--- src/uge_regs.vh ---
// uge_regs.vh: register offsets, field positions, codes and reset values of the gate evaluator.
// assumes inclusion by bare name from the design files; definitions only.
`ifndef UGE_REGS_VH
`define UGE_REGS_VH

`define UGE_OFS_CTRL 8'h00
`define UGE_OFS_IFPOS 8'h04
`define UGE_OFS_APOS 8'h08
`define UGE_OFS_BPOS 8'h0c
`define UGE_OFS_THR 8'h10
`define UGE_OFS_DISP 8'h14
`define UGE_OFS_STAT 8'h18
`define UGE_OFS_ARES 8'h1c
`define UGE_OFS_BRES 8'h20

`define UGE_CTRL_IFLOG 1:0
`define UGE_CTRL_ALOG 3:2
`define UGE_CTRL_BLOG 5:4
`define UGE_CTRL_ATOF 6
`define UGE_CTRL_BTOF 7
`define UGE_CTRL_SHAPE 8
`define UGE_CTRL_ALSEL 10:9
`define UGE_CTRL_DSTART 12:11
`define UGE_CTRL_ASHOW 13
`define UGE_CTRL_BSHOW 14
`define UGE_CTRL_SECTOR 15
`define UGE_CTRL_RST 32'h0000_6000

`define UGE_LOG_OFF 2'h0
`define UGE_LOG_POS 2'h1
`define UGE_LOG_NEG 2'h2

`define UGE_TOF_FLANK 1'h0
`define UGE_TOF_PEAK 1'h1

`define UGE_SHAPE_DEPTH 1'h0
`define UGE_SHAPE_IMAGE 1'h1

`define UGE_AL_A 2'h0
`define UGE_AL_B 2'h1
`define UGE_AL_AORB 2'h2
`define UGE_AL_OFF 2'h3

`define UGE_DS_IP 2'h0
`define UGE_DS_IF 2'h1
`define UGE_DS_MAT 2'h2

`define UGE_POS_RST 32'h0000_0000
`define UGE_THR_RST 32'h0000_0000
`define UGE_DISP_RST 32'hffff_0000

`endif

--- src/uge_gate.v ---
// uge_gate.v: one gate, evaluated over one beam acquisition.
// assumes pos is in the gate's own coordinate and posOk already holds range and reference checks.
`timescale 1ns/10ps
module uge_gate (
	input wire clk,
	input wire reset,
	input wire beamStart,
	input wire beamEnd,
	input wire sampleValid,
	input wire [9:0] amp,
	input wire [15:0] pos,
	input wire posOk,
	input wire [15:0] start,
	input wire [15:0] width,
	input wire [9:0] threshold,
	input wire [1:0] logicSel,
	input wire tofMode,
	output reg crossed_ff,
	output reg [15:0] hitPos_ff,
	output reg trig_ff,
	output reg [15:0] tof_ff,
	output reg [9:0] peakAmp_ff
);
`include "uge_regs.vh"

	reg [15:0] peakPos_ff;
	reg [9:0] curPeak_ff;
	wire [16:0] gateEnd;
	wire inGate;
	wire over;

	assign gateEnd = {1'b0, start} + {1'b0, width};
	assign inGate = posOk && ({1'b0, pos} >= {1'b0, start}) && ({1'b0, pos} < gateEnd);
	assign over = sampleValid && inGate && (amp >= threshold);

	always @(posedge clk or posedge reset) begin
		if (reset) begin
			crossed_ff <= 1'b0;
			hitPos_ff <= 16'h0000;
			peakPos_ff <= 16'h0000;
			curPeak_ff <= 10'h000;
			trig_ff <= 1'b0;
			tof_ff <= 16'h0000;
			peakAmp_ff <= 10'h000;
		end else if (beamStart) begin
			// fresh evaluation per acquisition
			crossed_ff <= 1'b0;
			curPeak_ff <= 10'h000;
		end else if (beamEnd) begin
			case (logicSel)
				`UGE_LOG_POS: trig_ff <= crossed_ff;
				`UGE_LOG_NEG: trig_ff <= ~crossed_ff;
				default: trig_ff <= 1'b0;
			endcase
			tof_ff <= (tofMode == `UGE_TOF_PEAK) ? peakPos_ff : hitPos_ff;
			peakAmp_ff <= curPeak_ff;
		end else if (over) begin
			if (!crossed_ff) begin
				crossed_ff <= 1'b1;
				hitPos_ff <= pos;
			end
			if (!crossed_ff || amp > curPeak_ff) begin
				curPeak_ff <= amp;
				peakPos_ff <= pos;
			end
		end
	end
endmodule

--- src/uge_main.v ---
// uge_main.v: gate evaluator top with APB register slave, IF/A/B gates and alarm drive.
// assumes one clock, samples arrive between beamStart and beamEnd pulses, and a zero-wait APB master.
//
// Our own choices: the APB interface to the registers and the register offsets.
`timescale 1ns/10ps
// Behaviour
// - A/B start relative to IF trigger point
// - IF gate gives position only, no data
// - hidden A/B gates keep evaluating normally
// - IF logic off disables and hides it
// - IF loss flagged only in IF display start
// - crossing needs amplitude at or above threshold
// - time-of-flight at flank or peak
// - positive logic triggers on a crossing
// - negative logic only for A and B
// - logic off never triggers
// - sector scan only with IF logic off
// - sector scan gates use material depth
// - depth mode counts off-screen triggers
// - reset selects depth-based range mode
// - image mode clips A and B gates to display range
// - switching to image mode snaps A and B gates
// - width change keeps start unchanged
// - alarm source A, B, either or none
// - source none never activates alarm
// - triggered gate lights alarm unless off
module uge_main (
	input wire clk,
	input wire reset,
	input wire psel,
	input wire penable,
	input wire pwrite,
	input wire [7:0] paddr,
	input wire [31:0] pwdata,
	output wire pready,
	output reg [31:0] prdata,
	output wire pslverr,
	input wire beamStart,
	input wire beamEnd,
	input wire sampleValid,
	input wire [9:0] sampleAmp,
	input wire [15:0] beamCos,
	output reg alarmOut,
	output reg alarmLight,
	output reg ifLossColor,
	output reg ifGateShown,
	output reg aGateShown,
	output reg bGateShown,
	output reg sectorActive
);
`include "uge_regs.vh"

	reg [31:0] ctrl_ff;
	reg [31:0] ifPos_ff;
	reg [31:0] aPos_ff;
	reg [31:0] bPos_ff;
	reg [31:0] thr_ff;
	reg [31:0] disp_ff;
	reg [31:0] prdata_ff;
	reg slvErr_ff;
	reg snapPend_ff;
	reg [15:0] posCnt_ff;
	reg beamEndD_ff;
	reg ifLoss_ff;
	reg alarm_ff;
	reg [31:0] nxt_ctrl;
	reg [31:0] nxt_rd;
	reg nxt_err;
	reg nxt_alarm;

	wire wrEn;
	wire setup;
	wire [1:0] ifLogic;
	wire [1:0] aLogic;
	wire [1:0] bLogic;
	wire imageMode;
	wire ifRefOn;
	wire sectorOn;
	wire [31:0] prod;
	wire [15:0] rawPos;
	wire [15:0] relPos;
	wire dispOk;
	wire abOk;
	wire ifCrossed;
	wire [15:0] ifHit;
	wire ifTrig;
	wire aTrig;
	wire bTrig;
	wire [15:0] aTof;
	wire [15:0] bTof;
	wire [9:0] aAmp;
	wire [9:0] bAmp;

	// pull a gate inside [dispStart, dispEnd], start first, then trim width
	function [31:0] snapGate;
		input [31:0] gp;
		input [31:0] dp;
		reg [16:0] s;
		reg [16:0] e;
		begin
			s = {1'b0, gp[15:0]};
			e = {1'b0, gp[15:0]} + {1'b0, gp[31:16]};
			if (s < {1'b0, dp[15:0]})
				s = {1'b0, dp[15:0]};
			if (e > {1'b0, dp[31:16]})
				e = {1'b0, dp[31:16]};
			if (e < s)
				e = s;
			snapGate = {e[15:0] - s[15:0], s[15:0]};
		end
	endfunction

	// apb: read data captured in setup so the access phase completes at once
	assign setup = psel && !penable;
	assign wrEn = psel && penable && pwrite;
	assign pready = 1'b1;
	assign pslverr = psel && penable && slvErr_ff;

	assign ifLogic = ctrl_ff[`UGE_CTRL_IFLOG];
	assign aLogic = ctrl_ff[`UGE_CTRL_ALOG];
	assign bLogic = ctrl_ff[`UGE_CTRL_BLOG];
	assign imageMode = ctrl_ff[`UGE_CTRL_SHAPE] == `UGE_SHAPE_IMAGE;
	assign ifRefOn = ifLogic == `UGE_LOG_POS;
	// a sector request waits until the IF gate is switched off
	assign sectorOn = ctrl_ff[`UGE_CTRL_SECTOR] && (ifLogic == `UGE_LOG_OFF);

	// material depth = sound path times cos(angle); beamCos is unsigned Q1.15
	assign prod = posCnt_ff * beamCos;
	assign rawPos = sectorOn ? prod[30:15] : posCnt_ff;
	assign relPos = ifRefOn ? rawPos - ifHit : rawPos;
	// depth mode keeps off-screen hits; image mode clips to the display span
	assign dispOk = !imageMode || ((rawPos >= disp_ff[15:0]) && (rawPos <= disp_ff[31:16]));
	// a/b wait for the reference echo before they can open
	assign abOk = dispOk && (!ifRefOn || ifCrossed);

	always @* begin
		nxt_ctrl = pwdata;
		// negative logic is refused for the IF gate; old setting kept
		if (pwdata[`UGE_CTRL_IFLOG] == `UGE_LOG_NEG)
			nxt_ctrl[`UGE_CTRL_IFLOG] = ifLogic;
		nxt_ctrl[31:16] = 16'h0000;
	end

	always @(posedge clk or posedge reset) begin
		if (reset) begin
			ctrl_ff <= `UGE_CTRL_RST;
			ifPos_ff <= `UGE_POS_RST;
			aPos_ff <= `UGE_POS_RST;
			bPos_ff <= `UGE_POS_RST;
			thr_ff <= `UGE_THR_RST;
			disp_ff <= `UGE_DISP_RST;
			snapPend_ff <= 1'b0;
		end else begin
			snapPend_ff <= 1'b0;
			// snap works on stored coordinates; an IF-relative gate is not shifted by the hit
			if (snapPend_ff) begin
				aPos_ff <= snapGate(aPos_ff, disp_ff);
				bPos_ff <= snapGate(bPos_ff, disp_ff);
			end
			if (wrEn) begin
				if (paddr == `UGE_OFS_CTRL) begin
					ctrl_ff <= nxt_ctrl;
					snapPend_ff <= !imageMode && (nxt_ctrl[`UGE_CTRL_SHAPE] == `UGE_SHAPE_IMAGE);
				end else if (paddr == `UGE_OFS_IFPOS) begin
					ifPos_ff <= pwdata;
				end else if (paddr == `UGE_OFS_APOS) begin
					aPos_ff <= pwdata;
				end else if (paddr == `UGE_OFS_BPOS) begin
					bPos_ff <= pwdata;
				end else if (paddr == `UGE_OFS_THR) begin
					thr_ff <= {2'h0, pwdata[29:0]};
				end else if (paddr == `UGE_OFS_DISP) begin
					disp_ff <= pwdata;
				end
			end
		end
	end

	always @* begin
		nxt_rd = 32'h0000_0000;
		nxt_err = 1'b0;
		if (paddr == `UGE_OFS_CTRL) begin
			nxt_rd = ctrl_ff;
		end else if (paddr == `UGE_OFS_IFPOS) begin
			nxt_rd = ifPos_ff;
		end else if (paddr == `UGE_OFS_APOS) begin
			nxt_rd = aPos_ff;
		end else if (paddr == `UGE_OFS_BPOS) begin
			nxt_rd = bPos_ff;
		end else if (paddr == `UGE_OFS_THR) begin
			nxt_rd = thr_ff;
		end else if (paddr == `UGE_OFS_DISP) begin
			nxt_rd = disp_ff;
		end else if (paddr == `UGE_OFS_STAT) begin
			// bit 2 stays zero: the interface gate positions the others and reports nothing
			nxt_rd = {26'h0, alarm_ff, sectorOn, ifLoss_ff, 1'b0, bTrig, aTrig};
		end else if (paddr == `UGE_OFS_ARES) begin
			nxt_rd = {6'h0, aAmp, aTof};
		end else if (paddr == `UGE_OFS_BRES) begin
			nxt_rd = {6'h0, bAmp, bTof};
		end else begin
			nxt_err = 1'b1;
		end
	end

	always @(posedge clk or posedge reset) begin
		if (reset) begin
			prdata_ff <= 32'h0000_0000;
			slvErr_ff <= 1'b0;
		end else if (setup) begin
			prdata_ff <= nxt_rd;
			slvErr_ff <= nxt_err;
		end
	end

	always @* begin
		prdata = prdata_ff;
	end

	// sample index within the current beam
	// samples outside a beam still advance the index, so drive beamStart first
	always @(posedge clk or posedge reset) begin
		if (reset) begin
			posCnt_ff <= 16'h0000;
			beamEndD_ff <= 1'b0;
		end else begin
			beamEndD_ff <= beamEnd;
			if (beamStart)
				posCnt_ff <= 16'h0000;
			else if (sampleValid)
				posCnt_ff <= posCnt_ff + 16'h0001;
		end
	end

	// IF gate: its hit position, crossing and trigger feed A/B and the loss flag; its own trigger is not reported
	uge_gate ifGate (
		.clk(clk),
		.reset(reset),
		.beamStart(beamStart),
		.beamEnd(beamEnd),
		.sampleValid(sampleValid),
		.amp(sampleAmp),
		.pos(rawPos),
		.posOk(1'b1),
		.start(ifPos_ff[15:0]),
		.width(ifPos_ff[31:16]),
		.threshold(thr_ff[9:0]),
		.logicSel(ifLogic),
		.tofMode(`UGE_TOF_FLANK),
		.crossed_ff(ifCrossed),
		.hitPos_ff(ifHit),
		.trig_ff(ifTrig),
		.tof_ff(),
		.peakAmp_ff()
	);

	// display flags never gate evaluation of A and B
	uge_gate aGate (
		.clk(clk),
		.reset(reset),
		.beamStart(beamStart),
		.beamEnd(beamEnd),
		.sampleValid(sampleValid),
		.amp(sampleAmp),
		.pos(relPos),
		.posOk(abOk),
		.start(aPos_ff[15:0]),
		.width(aPos_ff[31:16]),
		.threshold(thr_ff[19:10]),
		.logicSel(aLogic),
		.tofMode(ctrl_ff[`UGE_CTRL_ATOF]),
		.crossed_ff(),
		.hitPos_ff(),
		.trig_ff(aTrig),
		.tof_ff(aTof),
		.peakAmp_ff(aAmp)
	);

	uge_gate bGate (
		.clk(clk),
		.reset(reset),
		.beamStart(beamStart),
		.beamEnd(beamEnd),
		.sampleValid(sampleValid),
		.amp(sampleAmp),
		.pos(relPos),
		.posOk(abOk),
		.start(bPos_ff[15:0]),
		.width(bPos_ff[31:16]),
		.threshold(thr_ff[29:20]),
		.logicSel(bLogic),
		.tofMode(ctrl_ff[`UGE_CTRL_BTOF]),
		.crossed_ff(),
		.hitPos_ff(),
		.trig_ff(bTrig),
		.tof_ff(bTof),
		.peakAmp_ff(bAmp)
	);

	// gate trig goes low at the first beam end with its logic off
	always @* begin
		case (ctrl_ff[`UGE_CTRL_ALSEL])
			`UGE_AL_A: nxt_alarm = aTrig;
			`UGE_AL_B: nxt_alarm = bTrig;
			`UGE_AL_AORB: nxt_alarm = aTrig | bTrig;
			default: nxt_alarm = 1'b0;
		endcase
	end

	always @(posedge clk or posedge reset) begin
		if (reset) begin
			alarm_ff <= 1'b0;
			ifLoss_ff <= 1'b0;
		end else begin
			alarm_ff <= nxt_alarm;
			// loss only meaningful when the display is anchored on the interface echo
			if (beamEndD_ff)
				ifLoss_ff <= (ctrl_ff[`UGE_CTRL_DSTART] == `UGE_DS_IF) && ifRefOn && !ifTrig;
			else if (ctrl_ff[`UGE_CTRL_DSTART] != `UGE_DS_IF)
				ifLoss_ff <= 1'b0;
		end
	end

	always @(posedge clk or posedge reset) begin
		if (reset) begin
			alarmOut <= 1'b0;
			alarmLight <= 1'b0;
			ifLossColor <= 1'b0;
			ifGateShown <= 1'b0;
			aGateShown <= 1'b0;
			bGateShown <= 1'b0;
			sectorActive <= 1'b0;
		end else begin
			alarmOut <= nxt_alarm;
			alarmLight <= nxt_alarm;
			ifLossColor <= ifLoss_ff;
			ifGateShown <= ifLogic != `UGE_LOG_OFF;
			aGateShown <= ctrl_ff[`UGE_CTRL_ASHOW] && (aLogic != `UGE_LOG_OFF);
			bGateShown <= ctrl_ff[`UGE_CTRL_BSHOW] && (bLogic != `UGE_LOG_OFF);
			sectorActive <= sectorOn;
		end
	end
endmodule

--- config.mk ---
export PLATFORM = sky130hd
export DESIGN_NAME = uge_main
export DESIGN_NICKNAME = d
export VERILOG_FILES = /design/src/uge_gate.v /design/src/uge_main.v
export VERILOG_INCLUDE_DIRS = /design/src
export SDC_FILE = /design/constraint.sdc
export NUM_CORES = 2
export LEC_CHECK = 0
export CAP_MARGIN = 20
export CORE_UTILIZATION = 45
export DETAILED_ROUTE_END_ITERATION = 7
export DONT_BUFFER_PORTS = 1
export GPL_TIMING_DRIVEN = 0
export PLACE_DENSITY = 0.62
export SLEW_MARGIN = 40
export SYNTH_ARGS = -nofsm -noshare
export SYNTH_HDL_FRONTEND = slang
export SYNTH_SLANG_ARGS = --single-unit
--- constraint.sdc ---
create_clock -name clk -period 18.3 [get_ports clk]
set_input_delay 0 -clock clk [delete_from_list [all_inputs] [get_ports clk]]
set_output_delay 0 -clock clk [all_outputs]
set_load 0.05 [all_outputs]
### Yosys cells after proc, flatten, opt, wreduce, memory -nomap -nowiden

Index checks and enable logic that the tools add are counted.

| storage, ports and cells | value |
|---|---|
| input port bits | 74 |
| register bits | 390 |

| operators by class | value |
|---|---|
| equality and inequality tests | 20 |
| bitwise logic cells | 12 |
| $mul | 1 |
| add/sub/neg operators | 7 |
| mux-type cells | 72 |
| reductions and logical operators | 62 |
| $lt $le $gt $ge | 19 |

Operators with widths:

| operator | count |
|---|---|
| 2-to-1 mux 32 bit | 17 |
| 2-to-1 mux 16 bit | 12 |
| 2-to-1 mux 17 bit | 6 |
| 2-to-1 mux 10 bit | 8 |
| 2-to-1 mux 26 bit | 3 |
| greater-or-equal comparator 16 bit | 4 |
| adder 16 x 16 -> 17 bit | 3 |
| less-than comparator 16 x 17 -> 1 bit | 3 |
| subtractor 16 bit | 3 |
| greater-than comparator 17 x 16 -> 1 bit | 2 |
| less-than comparator 17 bit | 2 |
| == test 8 x 5 -> 1 bit (second input constant) | 4 |
| less-than comparator 16 bit | 2 |
| multiplier 16 x 16 -> 31 bit | 1 |
| greater-or-equal comparator 10 bit | 3 |
| logical AND 1 bit | 23 |
| 2-to-1 mux 1 bit | 22 |
| greater-than comparator 10 bit | 2 |
| AND reduction 4 bit | 5 |
| nonzero test 2 bit | 10 |
| adder 16 x 1 -> 16 bit (second input constant) | 1 |
| == test 8 x 4 -> 1 bit (second input constant) | 2 |
| <= comparator 16 bit | 1 |
| AND reduction 3 bit | 4 |
| other kinds (17) | 50 |

### Depth between registers and ports, before layout

| logic depth | value |
|---|---|
| depth after elaboration | 14 |
| depth in mapped cells | 46 |
| mapped depth without buffers | 42 |

### By module

A second synthesis with hierarchy kept.

| unflattened totals | value |
|---|---|
| cell total of the unflattened synthesis | 4,375 |
| area, all modules | 40,302.4 um2 |

By module, submodules not included:

| module | seq. area each (um2) | times used | area an instance (um2) | cells an instance |
|---|---|---|---|---|
| uge_main | 5,828.1 | 1 | 25,999.9 | 2,958 |
| uge_gate (aGate ...) | 1,751.7 | 2 | 4,722.0 | 469 |
| uge_gate (bGate) | 1,751.7 | 1 | 4,858.4 | 479 |

### Worst setup path before layout

Ideal clock, no wire load.

| timing path | value |
|---|---|
| path kind | register to register |
| from | register posCnt_ff[7] |
| to | register bGate.hitPos_ff[1] |
| setup time | 0.125 ns |
| stages on the path, launching flop included | 43 |
| data arrival time | 10.153 ns |
| slack | 8.023 ns |
| required time | 18.175 ns |
| path through | dfrtp_1 -> clkbuf_1 -> clkbuf_1 -> nand2_1 -> fa_1 -> inv_1 -> fa_1 -> inv_1 -> fa_1 -> inv_1 -> fa_1 -> fa_1 -> inv_1 -> fa_1 -> inv_1 -> ha_1 -> clkbuf_1 -> a21o_1 -> [... 7 more ...] -> a21oi_1 -> nor2b_1 -> nor4_1 -> o31ai_1 -> o41ai_1 -> o21ai_0 -> xnor2_1 -> o21ai_0 -> ha_1 -> nand2_1 -> nor3_1 -> a221oi_1 -> nand4_1 -> o221ai_1 -> o211a_1 -> nand3_1 -> buf_2 -> mux2_2 |

| between the ends | value |
|---|---|
| elaborated cells between the ends (all ways) | 16 |
| classes of those cells | 1 x add/sub; 1 x mul; 4 x order compare; 2 x mux; 8 x reduce/logical |

RTL lines:

| what | RTL line | source |
|---|---|---|
| start: declaration | uge_main.v:62 | `reg [15:0] posCnt_ff;` |
| start signal: assignment | uge_main.v:231 | `posCnt_ff <= posCnt_ff + 16'h0001;` |
| multiplier 16 x 16 -> 31 bit (*) | uge_main.v:128 | `assign prod = posCnt_ff * beamCos;` |
| 2-to-1 mux 16 bit (*) | uge_main.v:129 | `assign rawPos = sectorOn ? prod[30:15] : posCnt_ff;` |
| named net ifGate.pos[2] | uge_gate.v:11 | `input wire [15:0] pos,` |
| subtractor 16 bit (*) | uge_main.v:130 | `assign relPos = ifRefOn ? rawPos - ifHit : rawPos;` |
| 2-to-1 mux 16 bit (*) | uge_main.v:130 |  |
| named net aGate.pos[14] | uge_gate.v:11 |  |
| greater-or-equal comparator 16 bit | uge_gate.v:33 | `assign inGate = posOk && ({1'b0, pos} >= {1'b0, start}) && ({1'b0, pos} < gateEnd);` |
| logical AND 1 bit | uge_gate.v:33 |  |
| logical AND 1 bit (*) | uge_gate.v:33 |  |
| logical AND 1 bit (*) (2 in a row) | uge_gate.v:34 | `assign over = sampleValid && inGate && (amp >= threshold);` |
| AND reduction 4 bit (no line) (*) | n/a |  |
| end signal: assignment | uge_gate.v:60 | `hitPos_ff <= pos;` |
| end: declaration | uge_gate.v:19 | `output reg [15:0] hitPos_ff,` |

The timed path passes the listed nets; every way through them passes the cells marked *.
A chain may end at the register's enable or synchronous reset.

### Worst setup path after layout

| timing path | value |
|---|---|
| from | register posCnt_ff[2] |
| to | register bGate.hitPos_ff[1] |

| between the ends | value |
|---|---|
| elaborated cells between the ends (all ways) | 16 |
| classes of those cells | 1 x add/sub; 1 x mul; 4 x order compare; 2 x mux; 8 x reduce/logical |

RTL lines:

| what | RTL line |
|---|---|
| multiplier 16 x 16 -> 31 bit | uge_main.v:128 |
| 2-to-1 mux 16 bit (*) | uge_main.v:129 |
| named net ifGate.pos[2] | uge_gate.v:11 |
| subtractor 16 bit (*) | uge_main.v:130 |
| 2-to-1 mux 16 bit (*) | uge_main.v:130 |
| named net aGate.pos[15] | uge_gate.v:11 |
| greater-or-equal comparator 16 bit | uge_gate.v:33 |
| logical AND 1 bit | uge_gate.v:33 |
| logical AND 1 bit (*) | uge_gate.v:33 |
| logical AND 1 bit (*) (2 in a row) | uge_gate.v:34 |
| AND reduction 4 bit (no line) (*) | n/a |

Marked as above.

==> qor.txt <==
Number of synthesized flops with an enable pin: 0
Cell mode on critical path: fa_1
Post-place setup slack: 5.19 ns
Peak VDD IR: 0.0622 mV
Largest net degree at the start of global routing: 76
Crit-path max FO: 10
Hold slack: 0.0374 ns
Fmax: 75.2 MHz
Pwr Density: 57.2 nW/µm²
Post-route setup slack: 5.00 ns
Setup violations, final: 0
Fillers: 7583
Die Wd: 288 µm
Final HPWL DP: 113000 µm
Clk Latency, worst-skew pair: 0.61 ns
Multi-input gate area: 24600 µm²
Iteration-0 DRC Markers: 2964
Critical Path AT: 13.77 ns
FF-to-FF Start: posCnt_ff[2]
CTS Buf Count: 43
Initial antenna violation count: 16
Critical Path Max Stage Delay: 0.65 ns
Worst hold path class: primary input to asynchronous set/reset pin
Wire per inst: 27.2 µm
Post-Syn Nets: 4763
Vias in the first global route: 31200
Least-Margin Pin Slew: 0.969 ns
Gpl congestion: 1.05
Final period util: 0.727
Reg2reg path depth: 41
Clock Sinks: 390
Leak: 19.3 nW
Mapped cell area: 36700 µm²
First-pass GRT wire length: 209000 µm
Storage cell area: 9780 µm²
Sum Neg Setup Slack: 0 ns
Core footprint: 80500 µm²
Vias: 31900
R2R Path End: bGate.hitPos_ff[1]
Starting Density: 0.455
Crit path time final: 13.30 ns
Area Overhead vs Synth: 10.5%
H-tree levels: 2
Async set-or-reset flop fraction in the synthesized netlist: 1.00
Antenna-violating nets left: 0
Final Max Tran Viols: 0
Relative slew slack: 0.349
Residual DRC: 0
Drt total wl: 143000 µm
Total Power: 2.32 mW
Prevailing post-synth register cell: dfrtp_1
CTS tree: built
Commonest non-fill, non-tap cell in the layout: inv_1
Nature of the critical path endpoint: flip-flop
Post-CTS Resized: 0
Startpoint types: flip-flop
Drt pass-1 iters: 6
R2R Setup Slk: 5.00 ns
Highest-delay cell along the critical path: clkbuf_1
Final #Nets: 4881
Sequential share of the synthesized area: 0.267
#FFs+latches synth: 390
Share of post-route cells with drive strength above 1: 0.0934
Avg Cell Area, Syn: 9.10 µm²
Final hold vios: 0
Boundary Pins: 115
Std cell rows: 104
Clock slew at reported path FFs: 0.06 ns
Mapped Cells: 4033
Critical Path RT: 18.77 ns
Max-cap check violation count: 0
Total GRT Usage: 0.348
Unique masters post-synth: 87
Die H: 288 µm
Grt ovf: 0
Crit path kind: flip-flop to flip-flop
RSZ-0062 raised after global routing: false
Yosys warnings: 0
Outcome: completed
Most frequent cells in the layout: inv_1, ha_1, nand2_1, dfrtp_1, o21ai_0
Via-to-Cell Ratio: 6.07
Die area: 82700 µm²
Maximum clock insertion buffer count: 3
I/O Buffers: 0
CTS Root Buffer Type: clkbuf_16
Worst Skew: 0.0307 ns
[synth_stat cells (14+ instances only)]
cell type / number / area [µm²]
o22ai_1: 26 / 163
and3_1: 15 / 93.8
o21a_1: 21 / 158
nand2b_1: 28 / 175
nor4_1: 15 / 93.8
mux2_2: 185 / 2080
inv_1: 465 / 1750
xor2_1: 39 / 342
a21o_1: 91 / 683
a21oi_1: 211 / 1060
xnor2_1: 59 / 517
nand2_1: 448 / 1680
nor3b_1: 14 / 105
nor2b_1: 22 / 138
a22oi_1: 14 / 105
dfstp_2: 18 / 473
nand3_1: 48 / 240
clkbuf_1: 135 / 507
dfrtp_1: 372 / 9310
fa_1: 198 / 3960
a211oi_1: 45 / 338
nor2_1: 189 / 709
and2_1: 130 / 813
o221ai_1: 17 / 149
or3_1: 18 / 113
o211ai_1: 15 / 113
ha_1: 458 / 5730
o21ai_0: 299 / 1500
mux2i_1: 108 / 1080
nor3_1: 58 / 290
nand4_1: 41 / 257
[power by group]
| part | total, mW | leakage, nW | internal [mW] | switching (mW) |
|---|---|---|---|---|
| registers | 0.902 | 5.09 | 0.874 | 0.0281 |
| logic | 0.478 | 13.5 | 0.176 | 0.302 |
| clock network | 0.938 | 0.735 | 0.547 | 0.391 |
[per-layer routing]
layer,routed length [µm],vias to the layer above,track usage,part of all wire
met5,28,-,0,0.00020
met4,9670,4,0.204,0.068
met3,13300,433,0.0786,0.093
met2,63300,1581,0.546,0.44
met1,56900,15700,0.439,0.40
li1,-,14200,-,-
[cell families (layout without fill, tap and decap cells)]
kind of cell,after synthesis,after routing,share of synthesized area
other,1,13,0.000102
AOI/OAI and AO/OA,891,891,0.153
xor gates and xnor gates,98,98,0.0234
and+or+nand+nor,1058,1058,0.135
DFF,390,390,0.267
buffers and inverters,636,788,0.0673
muxes,303,303,0.0903
adders and majority gates,656,656,0.264
[cell type report]
cell class,count,share of cell area
flip-flops and latches,390,0.241
well taps,1060,0.0327
clock buffers,66,0.0329
plain buffers,170,0.0179
multi-input cells,3007,0.607
repair buffers,73,0.0201
diodes,12,0.000741
clock inverters,13,0.00420
inverters,466,0.0433
[critical path: cells and delay by family, from the launching register on]
family | cells | cell delay [ns]
AO/OA/AOI/OAI | 12 | 3.50
XOR/XNOR | 3 | 0.94
flip-flops | 1 | 0.37
multiplexers | 1 | 0.29
buffers and inverters | 8 | 2.28
adder cells (fa/ha/maj) | 9 | 3.97
AND/OR/NAND/NOR | 8 | 1.81
[through the flow]
stage                     instance area [µm²]   util  instances
after floorplan                         36700      -       4033
after global placement                  38000  0.472       5093
after detailed placement                38500  0.477       5114
after CTS                               40500  0.503       5245
after global routing                    40500  0.503       5247
final                                   40500  0.503       5257
[sequential cells by signal (all words and copies together) (netlist names), 30 cells and up]
| name | count |
|---|---|
| bPos_ff | 32 |
| ifPos_ff | 32 |
| aPos_ff | 32 |
| thr_ff | 30 |
| disp_ff | 32 |
| prdata | 32 |
[repair_timing]
item	4_1_cts	5_1_grt
hold buffers	52	0
hold endpoints to repair	468	0
setup buffers	0	0
[worst max path at each step]
| stage | from | end | slack, ns | depth (start not counted) |
|---|---|---|---|---|
| floorplan | reset | aGate.crossed_ff | 7.49 | 1 |
| global placement | reset | bGate.hitPos_ff[10] | 2.76 | 1 |
| detailed placement | posCnt_ff[2] | bGate.peakPos_ff[8] | 5.19 | 40 |
| CTS | posCnt_ff[10] | bGate.peakPos_ff[8] | 5.14 | 41 |
| global route | posCnt_ff[10] | bGate.peakPos_ff[8] | 4.47 | 41 |
| finish | posCnt_ff[2] | bGate.hitPos_ff[1] | 5.00 | 41 |
No activity file was read; power rests on OpenSTA's default activity.
